[config.mk]
export PLATFORM = sky130hd
export DESIGN_NAME = fcsc_top
export DESIGN_NICKNAME = d
export VERILOG_FILES = /design/src/design/fcsc_top.v
export VERILOG_INCLUDE_DIRS = /design/src /design/src/design
export SDC_FILE = /design/constraint.sdc
export NUM_CORES = 1
export LEC_CHECK = 0
export BUFFER_PORTS_ARGS = -buffer_cell sky130_fd_sc_hd__buf_2
export CAP_MARGIN = 10
export CORE_UTILIZATION = 55
export DETAILED_ROUTE_END_ITERATION = 10
export GPL_ROUTABILITY_DRIVEN = 0
export GPL_TIMING_DRIVEN = 0
export PLACE_DENSITY = 0.82
export SYNTH_ARGS = -nofsm -noshare
export SYNTH_HDL_FRONTEND = slang
export SYNTH_SLANG_ARGS = --single-unit
[constraint.sdc]
create_clock -name i_clock -period 4.1 [get_ports i_clock]
set_input_delay 1.025 -clock i_clock [delete_from_list [all_inputs] [get_ports i_clock]]
set_output_delay 1.025 -clock i_clock [all_outputs]
set_load 0.02 [all_outputs]
[src/design/fcsc_consts.vh]
// Constants for the flash command and status controller.
`ifndef FCSC_CONSTS_VH
`define FCSC_CONSTS_VH
`define FCSC_IDX_CMD_INDEX   6'h02
`define FCSC_IDX_ERR_CONFIG  6'h04
`define FCSC_IDX_STATUS      6'h06
`define FCSC_IDX_ERR_STATUS  6'h07
`define FCSC_IDX_SECURITY    6'h09
`define FCSC_IDX_DATA_HIGH   6'h0a
`define FCSC_IDX_DATA_LOW    6'h0b
`define FCSC_ST_COMPLETE     7
`define FCSC_ST_ACCESS_ERR   5
`define FCSC_ST_PROT_VIOL    4
`define FCSC_ST_BUSY         3
`define FCSC_ST_MG1          1
`define FCSC_ST_MG0          0
`define FCSC_EF_CHANGE       3
`define FCSC_EF_FORMAT       2
`define FCSC_EF_DOUBLE       1
`define FCSC_EF_SINGLE       0
`define FCSC_CMD_VERIFY_ALL  8'h01
`define FCSC_CMD_VERIFY_SECT 8'h10
`define FCSC_VERIFY_ARGS     3'h2
`define FCSC_ERASED_WORD     16'hffff
`define FCSC_CFG_BASE        23'h7fff00
`define FCSC_CFG_LAST        3'h4
`define FCSC_ALL_WORDS       16'h0040
`define FCSC_DATA_PART_MAX   8'h80
`define FCSC_BUF_PART_MAX    8'h10
`define FCSC_SEC_UNSEC       2'h2
`define FCSC_DEF_PROT        8'h00
`define FCSC_DEF_OPTION      8'hff
`define FCSC_DEF_SECURITY    8'hff
`define FCSC_DEF_PART        16'h0000
`define FCSC_RST_BYTE        8'h00
`define FCSC_RST_WORD        16'h0000
`define FCSC_CLK_MHZ         40
`define FCSC_BUF_INIT_NS     1000
`define FCSC_BUF_INIT_CYC    ((`FCSC_BUF_INIT_NS * `FCSC_CLK_MHZ + 999) / 1000)
`endif

[src/design/fcsc_top.v]
// Command, status and error logic of the flash controller with its APB slave.
//
// Summary of operation
// - Clearing the complete flag launches the loaded erased check (verify-section or verify-all).
// - Complete flag sets again when the verify finishes.
// - Config bit 3 routes the change state error flag to the interrupt.
// - Config bit 2 routes the sector format error flag to the interrupt.
// - Config bit 1 routes the double fault flag to the interrupt.
// - Config bit 0 routes the single fault flag to the interrupt.
// - Status: complete, access and protection bits writable; busy, status read-only.
// - Launch with command index not equal to two (verify-section) or not zero (verify-all) sets access error.
// - Launch during an active load data field sequence sets access error.
// - Launch of a command not allowed in mode or security sets access error.
// - Launch with invalid partition sizes sets access error.
// - Any verify read error sets upper status; uncorrectable sets lower.
// - Every reset loads configuration, protections, option and security words.
// - Double faults during reset loading fall back to protected secured defaults.
// - Double fault during reset loading sets both controller status bits.
// - Buffer RAM initialization failure during reset sets access error.
// - Complete flag stays clear during init; first part stalls all access.
// - After the stall, command register writes are dropped while busy.
// - Init end sets complete flag and command writes become accepted.
// - Reset aborts any running command at once.
// - Verify-all in special mode with both arrays erased unsecures debug.
//
// Register access over APB was chosen for this implementation.
`include "fcsc_consts.vh"

module fcsc_top (
  input  wire        i_clock,
  input  wire        i_rstn,
  input  wire        i_psel,
  input  wire        i_penable,
  input  wire        i_pwrite,
  input  wire [7:0]  i_paddr,
  input  wire [31:0] i_pwdata,
  output reg  [31:0] o_prdata,
  output reg         o_pready,
  output reg         o_pslverr,
  output reg         o_rd_req,
  output reg  [22:0] o_rd_addr,
  input  wire        i_rd_valid,
  input  wire [15:0] i_rd_data,
  input  wire        i_rd_single_fault,
  input  wire        i_rd_double_fault,
  input  wire        i_load_field_active,
  input  wire        i_buffer_init_fail,
  input  wire        i_change_state_error,
  input  wire        i_sector_format_error,
  input  wire        i_special_mode,
  output reg         o_error_irq,
  output reg         o_busy,
  output reg         o_secured,
  output reg         o_debug_enable
);

  localparam S_IDLE   = 3'h0;
  localparam S_STALL  = 3'h1;
  localparam S_BUFINI = 3'h2;
  localparam S_VERIFY = 3'h3;

  // A set arriving with a clear wins, so no event is lost.
  function [7:0] flag_next;
    input [7:0] cur;
    input [7:0] set;
    input [7:0] clr;
    begin
      flag_next = set | (cur & ~clr);
    end
  endfunction

  reg  [2:0]  state;
  reg  [15:0] cnt;
  reg  [2:0]  command_index;
  reg  [15:0] ccob [0:5];
  reg  [7:0]  flash_error_config;
  reg  [7:0]  flash_error_status;
  reg         command_complete_flag;
  reg         access_error_flag;
  reg         protection_violation_flag;
  reg         controller_status_upper;
  reg         controller_status_lower;
  reg  [7:0]  program_flash_protection;
  reg  [7:0]  data_flash_protection;
  reg  [7:0]  option_register;
  reg  [7:0]  security_register;
  reg  [15:0] partition_word;
  reg         cfg_err;
  reg         verify_all;
  reg         not_clean;
  reg         unsecured;
  reg         mode_s1;
  reg         mode_s2;
  reg         mode_s3;
  reg         special_mode;
  reg  [31:0] rdata_mux;
  reg         slverr_mux;
  reg         launch_err;

  wire        stall      = (state == S_STALL);
  wire        access     = i_psel & i_penable & ~o_pready & ~stall;
  wire        wr_acc     = access & i_pwrite;
  wire [5:0]  widx       = i_paddr[7:2];
  wire        stat_wr    = wr_acc & (widx == `FCSC_IDX_STATUS);
  wire        estat_wr   = wr_acc & (widx == `FCSC_IDX_ERR_STATUS);
  wire        busy       = (state != S_IDLE);
  wire        secured    = (security_register[1:0] != `FCSC_SEC_UNSEC) & ~unsecured;
  wire [7:0]  cmd_code   = ccob[0][15:8];
  wire [7:0]  df_part    = partition_word[15:8];
  wire [7:0]  er_part    = partition_word[7:0];
  wire        rd_done    = o_rd_req & i_rd_valid;
  wire        fault_any  = i_rd_single_fault | i_rd_double_fault;
  wire        launch     = stat_wr & i_pwdata[`FCSC_ST_COMPLETE] & command_complete_flag & ~busy;
  wire        cmd_wr_ok  = wr_acc & command_complete_flag & ~busy;
  wire        last_word  = (cnt == ccob[2] - 16'h0001);
  // The fill time is fixed in nanoseconds, so its cycle count follows the clock rate.
  wire [31:0] buf_last   = `FCSC_BUF_INIT_CYC - 1;
  wire        buf_done   = (cnt == buf_last[15:0]);
  wire        buf_fail   = (state == S_BUFINI) & buf_done & i_buffer_init_fail;
  wire [7:0]  ef_set;
  wire [7:0]  ef_clr;

  assign ef_set = {4'h0, i_change_state_error, i_sector_format_error,
                   rd_done & (state == S_VERIFY) & i_rd_double_fault,
                   rd_done & (state == S_VERIFY) & i_rd_single_fault};
  assign ef_clr = estat_wr ? i_pwdata[7:0] : 8'h00;

  always @* begin
    launch_err = 1'b0;
    if (cmd_code == `FCSC_CMD_VERIFY_SECT) begin
      if (command_index != `FCSC_VERIFY_ARGS || ccob[2] == `FCSC_RST_WORD)
        launch_err = 1'b1;
      if (secured & ~special_mode)
        launch_err = 1'b1;
    end else if (cmd_code == `FCSC_CMD_VERIFY_ALL) begin
      if (command_index != 3'h0)
        launch_err = 1'b1;
    end else begin
      launch_err = 1'b1;
    end
    if (i_load_field_active)
      launch_err = 1'b1;
    if (df_part > `FCSC_DATA_PART_MAX || er_part > `FCSC_BUF_PART_MAX)
      launch_err = 1'b1;
  end

  always @* begin
    rdata_mux  = 32'h00000000;
    slverr_mux = 1'b0;
    case (widx)
      `FCSC_IDX_CMD_INDEX:  rdata_mux = {29'h00000000, command_index};
      `FCSC_IDX_ERR_CONFIG: rdata_mux = {24'h000000, flash_error_config};
      `FCSC_IDX_STATUS:     rdata_mux = {24'h000000, command_complete_flag, 1'b0,
                                          access_error_flag, protection_violation_flag, busy,
                                          1'b0, controller_status_upper, controller_status_lower};
      `FCSC_IDX_ERR_STATUS: rdata_mux = {24'h000000, flash_error_status};
      `FCSC_IDX_SECURITY:   rdata_mux = {24'h000000, security_register};
      `FCSC_IDX_DATA_HIGH:  rdata_mux = {24'h000000, ccob[command_index][15:8]};
      `FCSC_IDX_DATA_LOW:   rdata_mux = {24'h000000, ccob[command_index][7:0]};
      default:              slverr_mux = 1'b1;
    endcase
  end

  // The mode pin is asynchronous; a change counts once the last two stages agree.
  always @(posedge i_clock or negedge i_rstn) begin
    if (!i_rstn) begin
      mode_s1      <= 1'b0;
      mode_s2      <= 1'b0;
      mode_s3      <= 1'b0;
      special_mode <= 1'b0;
    end else begin
      mode_s1 <= i_special_mode;
      mode_s2 <= mode_s1;
      mode_s3 <= mode_s2;
      if (mode_s2 == mode_s3)
        special_mode <= mode_s3;
    end
  end

  always @(posedge i_clock or negedge i_rstn) begin
    if (!i_rstn) begin
      state                     <= S_STALL;
      cnt                       <= `FCSC_RST_WORD;
      command_index             <= 3'h0;
      ccob[0]                   <= `FCSC_RST_WORD;
      ccob[1]                   <= `FCSC_RST_WORD;
      ccob[2]                   <= `FCSC_RST_WORD;
      ccob[3]                   <= `FCSC_RST_WORD;
      ccob[4]                   <= `FCSC_RST_WORD;
      ccob[5]                   <= `FCSC_RST_WORD;
      flash_error_config        <= `FCSC_RST_BYTE;
      flash_error_status        <= `FCSC_RST_BYTE;
      command_complete_flag     <= 1'b0;
      access_error_flag         <= 1'b0;
      protection_violation_flag <= 1'b0;
      controller_status_upper   <= 1'b0;
      controller_status_lower   <= 1'b0;
      program_flash_protection  <= `FCSC_DEF_PROT;
      data_flash_protection     <= `FCSC_DEF_PROT;
      option_register           <= `FCSC_DEF_OPTION;
      security_register         <= `FCSC_DEF_SECURITY;
      partition_word            <= `FCSC_DEF_PART;
      cfg_err                   <= 1'b0;
      verify_all                <= 1'b0;
      not_clean                 <= 1'b0;
      unsecured                 <= 1'b0;
      o_prdata                  <= 32'h00000000;
      o_pready                  <= 1'b0;
      o_pslverr                 <= 1'b0;
      o_rd_req                  <= 1'b0;
      o_rd_addr                 <= 23'h000000;
      o_error_irq               <= 1'b0;
      o_busy                    <= 1'b1;
      o_secured                 <= 1'b1;
      o_debug_enable            <= 1'b0;
    end else begin
      o_pready  <= access;
      o_pslverr <= access & slverr_mux;
      if (access && !i_pwrite)
        o_prdata <= rdata_mux;

      // Register writes; command words are locked until the controller is idle.
      if (cmd_wr_ok && widx == `FCSC_IDX_CMD_INDEX)
        command_index <= i_pwdata[2:0];
      if (cmd_wr_ok && widx == `FCSC_IDX_DATA_HIGH && command_index <= 3'h5)
        ccob[command_index][15:8] <= i_pwdata[7:0];
      if (cmd_wr_ok && widx == `FCSC_IDX_DATA_LOW && command_index <= 3'h5)
        ccob[command_index][7:0] <= i_pwdata[7:0];
      if (wr_acc && widx == `FCSC_IDX_ERR_CONFIG)
        flash_error_config <= {4'h0, i_pwdata[3:0]};
      flash_error_status <= flag_next(flash_error_status, ef_set, ef_clr);

      access_error_flag <= (launch & launch_err) | buf_fail |
                           (access_error_flag & ~(stat_wr & i_pwdata[`FCSC_ST_ACCESS_ERR]));
      protection_violation_flag <= protection_violation_flag &
                                   ~(stat_wr & i_pwdata[`FCSC_ST_PROT_VIOL]);

      o_error_irq    <= |(flash_error_status[3:0] & flash_error_config[3:0]);
      o_busy         <= busy;
      o_secured      <= secured;
      o_debug_enable <= ~secured;

      case (state)
        S_IDLE: begin
          if (launch) begin
            controller_status_upper <= 1'b0;
            controller_status_lower <= 1'b0;
            if (launch_err) begin
              command_complete_flag <= 1'b1;
            end else begin
              command_complete_flag <= 1'b0;
              verify_all            <= (cmd_code == `FCSC_CMD_VERIFY_ALL);
              not_clean             <= 1'b0;
              cnt                   <= `FCSC_RST_WORD;
              if (cmd_code == `FCSC_CMD_VERIFY_ALL) begin
                o_rd_addr <= 23'h000000;
                ccob[2]   <= `FCSC_ALL_WORDS;
              end else begin
                o_rd_addr <= {ccob[0][6:0], ccob[1]};
              end
              o_rd_req <= 1'b1;
              state    <= S_VERIFY;
            end
          end
        end
        S_STALL: begin
          if (!o_rd_req) begin
            o_rd_req  <= 1'b1;
            o_rd_addr <= `FCSC_CFG_BASE + {7'h00, cnt};
          end else if (i_rd_valid) begin
            o_rd_req <= 1'b0;
            case (cnt[2:0])
              3'h0:    program_flash_protection <= i_rd_data[7:0];
              3'h1:    data_flash_protection    <= i_rd_data[7:0];
              3'h2:    option_register          <= i_rd_data[7:0];
              3'h3:    security_register        <= i_rd_data[7:0];
              default: partition_word           <= i_rd_data;
            endcase
            if (i_rd_double_fault) begin
              controller_status_upper <= 1'b1;
              controller_status_lower <= 1'b1;
            end
            if (cnt[2:0] == `FCSC_CFG_LAST) begin
              cnt   <= `FCSC_RST_WORD;
              state <= S_BUFINI;
              if (cfg_err | i_rd_double_fault) begin
                program_flash_protection <= `FCSC_DEF_PROT;
                data_flash_protection    <= `FCSC_DEF_PROT;
                option_register          <= `FCSC_DEF_OPTION;
                security_register        <= `FCSC_DEF_SECURITY;
                partition_word           <= `FCSC_DEF_PART;
              end
            end else begin
              cnt     <= cnt + 16'h0001;
              cfg_err <= cfg_err | i_rd_double_fault;
            end
          end
        end
        S_BUFINI: begin
          if (buf_done) begin
            command_complete_flag <= 1'b1;
            state                 <= S_IDLE;
          end else begin
            cnt <= cnt + 16'h0001;
          end
        end
        S_VERIFY: begin
          if (rd_done) begin
            o_rd_req <= 1'b0;
            if (fault_any)
              controller_status_upper <= 1'b1;
            if (i_rd_double_fault || i_rd_data != `FCSC_ERASED_WORD)
              controller_status_lower <= 1'b1;
            if (last_word) begin
              command_complete_flag <= 1'b1;
              state                 <= S_IDLE;
              if (verify_all && special_mode && !not_clean && !fault_any &&
                  i_rd_data == `FCSC_ERASED_WORD)
                unsecured <= 1'b1;
            end else begin
              cnt <= cnt + 16'h0001;
            end
            if (fault_any || i_rd_data != `FCSC_ERASED_WORD)
              not_clean <= 1'b1;
          end else if (!o_rd_req) begin
            o_rd_req  <= 1'b1;
            o_rd_addr <= o_rd_addr + 23'h000001;
          end
        end
        default: state <= S_IDLE;
      endcase
    end
  end

endmodule // fcsc_top

==> results.py <==
metrics = {
    "setup_path": {
        "cp.arrival_ns": 4.07,
        "slowest_delay_ns": 0.79,
        "crit_cells": 11,
        "r2r_cells": 11,
        "start_kind": "flip-flop",
        "crit_buf_inv": 2,
        "end_kind": "flip-flop",
        "path_cells": "inv_1 -> ha_1 -> o21ba_2 -> a221o_1 -> a2111oi_0 -> o211ai_1 -> a2111oi_2 -> o22a_2 -> buf_6 -> nand2b_1 -> o21ai_1",
        "cp.required_ns": 4.46,
        "path_delay_family": "compound AO/OA/AOI/OAI gates",
        "crit_type": "reg -> reg",
        "crit_fanout": 10,
        "cp_slowest_cell": "a2111oi_0",
    },
    "grt": {
        "grt_pass1_wl_um": 50760,
        "antenna_found_initial": 0,
        "track_usage_pct": 32.42,
        "grt_pass1_vias": 9105,
        "grt_max_degree": 127,
        "overflow": 0,
    },
    "die": {
        "core_region_area_mm2": 0.01953,
        "die_area_mm2": 0.02052,
        "die_w_um": 143.3,
        "die_y_um": 143.3,
        "num_io_pins": 131,
        "rows": 51,
        "initial_core_util_pct": 56.20,
    },
    "synthesis": {
        "synth.avg_cell_area_um2": 9.643,
        "yosysUniqueCellTypes": 80,
        "ys_warn_count": 0,
        "syn_area_mm2": 0.01097,
        "syn_inst": 1138,
        "ys_seq_area_share_pct": 46.64,
        "ys.flop_type": "dfrtp_1",
        "synth-edff-count": 0,
        "synth_seq_cells": 204,
        "async_flop_share_pct": 100.0,
    },
    "placed_design": {
        "dp_hpwl_um": 23260,
        "portBuffers": 80,
        "place_area_mm2": 0.01183,
        "dp_cells": 1507,
    },
    "clock_network": {
        "clock_latency_ns": 0.52,
        "cts_buffers": 22,
        "hold_buffers": 0,
        "cts.repair.resized": 0,
        "cts_root_buf": "clkbuf_16",
        "cts_tree": "built",
        "cts_buffer_depth": 3,
        "cts_htree_levels": 1,
        "clk_pin_slew_ns": 0.06,
        "clock_sinks": 204,
        "postCtsSetupBuffers": 0,
    },
    "sta": {
        "final-hold-violation-count": 0,
        "worstMarginPinSlew_ns": 1.223,
        "slew_headroom_pct": 18.32,
        "maxSlewViolCount": 0,
        "setup_viol": 0,
        "post-route-period-util_pct": 90.55,
        "finalClockSkew_ns": 0.02160,
        "rsz0062_at_grt": "false",
        "period_needed_ns": 3.713,
        "fmaxAchievable_mhz": 269.3,
    },
    "status": {
        "status": "complete, no violations",
    },
    "finish": {
        "drive_gt1_share_pct": 20.36,
        "nets": 1343,
        "final_area_mm2": 0.01260,
        "layout_commonest_cell": "dfrtp_1",
        "syn_to_final_growth_pct": 14.83,
        "final_cells": 1548,
        "final_cell_mix": "dfrtp_1 (193), nand2_1 (150), nor2_1 (88)",
    },
    "routing": {
        "routed_via_density": 6.426,
        "drc": 0,
        "wl_um": 33130,
        "vias": 9947,
        "dr.pass1.iters": 6,
        "drtAntennaViolNets": 0,
        "drt_iter0_markers": 1213,
        "post_drt_wl_per_cell_um": 21.40,
    },
    "hold_path": {
        "hold_path_depth": 0,
        "hp-class": "reg -> reg",
    },
    "pwr": {
        "ir_drop_mv": 0.3193,
        "leakagePower_nw": 5.650,
        "p_total_w": 0.004394,
        "power_density_mw_per_mm2": 348.6,
    },
    "flow_run": {
        "drv_cap": 0,
    },
}
## power by group
part	internal, W	switching, W
combinational	0.0000654	0.000154
clock	0.00129	0.000837
sequential	0.00203	0.0000116
## flip-flops by register name, indices dropped and copies added (netlist names), 3 cells and up
signal and flops:
command_index 3, flash_error_config 4, ccob 96, flash_error_status 8, partition_word 16, security_register 8, cnt 16, o_rd_addr 23
o_prdata 8
## stage by stage
stage	util, %	TNS (ns)	hold slack (ns)	worst slack [ns]
after CTS	64.53	0	0.3508	0.5564
after global placement	60.39	-251.90	0.3331	-1.320
final	64.54	0	0.3511	0.3873
after detailed placement	60.59	0	0.3371	0.2730
after floorplan	-	0	0.3312	0.8196
after global routing	64.53	0	0.3663	0.3554
## area by class of cell
class	instances	area, um2
clock buffers	33	653.1
well taps	265	331.6
diodes	1	2.502
repair buffers	81	437.9
flip-flops and latches	204	5119
multi-input cells	844	5399
fillers	1530	6924
plain buffers	94	471.7
clock inverters	7	116.4
inverters	19	71.32
## synth_stat cells, drive strengths merged, types with 8 or more instances
| cell | n | area share [%] |
|---|---|---|
| and2 | 13 | 0.74 |
| clkbuf | 57 | 1.9 |
| buf | 37 | 2.3 |
| nor3 | 21 | 1.0 |
| dfstp | 11 | 2.6 |
| a31oi | 28 | 1.6 |
| a21oi | 62 | 2.8 |
| nor2 | 88 | 3.0 |
| nand2 | 150 | 5.1 |
| and3 | 14 | 0.80 |
| xnor2 | 22 | 1.8 |
| a21boi | 9 | 0.62 |
| nor4 | 16 | 1.0 |
| a22oi | 41 | 2.8 |
| xor2 | 12 | 0.96 |
| nand4 | 14 | 0.80 |
| a211oi | 9 | 0.62 |
| mux2 | 87 | 8.9 |
| inv | 19 | 0.65 |
| nand2b | 14 | 0.80 |
| o21ai | 60 | 2.8 |
| a221oi | 8 | 0.64 |
| nand3 | 24 | 1.1 |
| mux2i | 8 | 0.73 |
| dfrtp | 193 | 44 |
| o31ai | 9 | 0.66 |
| ha | 8 | 0.91 |
## routing by layer
metal	vias up	global-route usage (%)	wire [um]
met5	-	0	0
met4	0	16.13	1733
met3	133	6.070	3484
met2	637	48.78	14630
met1	4821	44.86	13280
li1	4356	-	-
## worst paths after layout
check | startpoint | end | slack (ns)
min in group asynchronous | i_rstn | partition_word[12] | 0.50
hold reg to reg | mode_s1 | mode_s2 | 0.35
setup / recovery | ccob[48] | cnt[13] | 0.39
max in group asynchronous | i_rstn | ccob[74] | 2.52
hold / removal | mode_s1 | mode_s2 | 0.35
setup reg to reg | ccob[48] | cnt[13] | 0.39
## cell families (layout without fill, tap and decap cells)
group / after synthesis / count (layout) / share of synthesized area, %
other: 1 / 25 / 0.03417
adder cells (fa/ha/maj): 9 / 9 / 1.003
buffers and inverters: 113 / 234 / 4.948
flip-flops: 204 / 204 / 46.64
AO/OA/AOI/OAI: 284 / 284 / 17.34
XOR/XNOR: 34 / 34 / 2.713
multiplexers: 95 / 95 / 9.657
AND/OR/NAND/NOR: 398 / 398 / 17.66
Power figures use the tool's default switching activity.
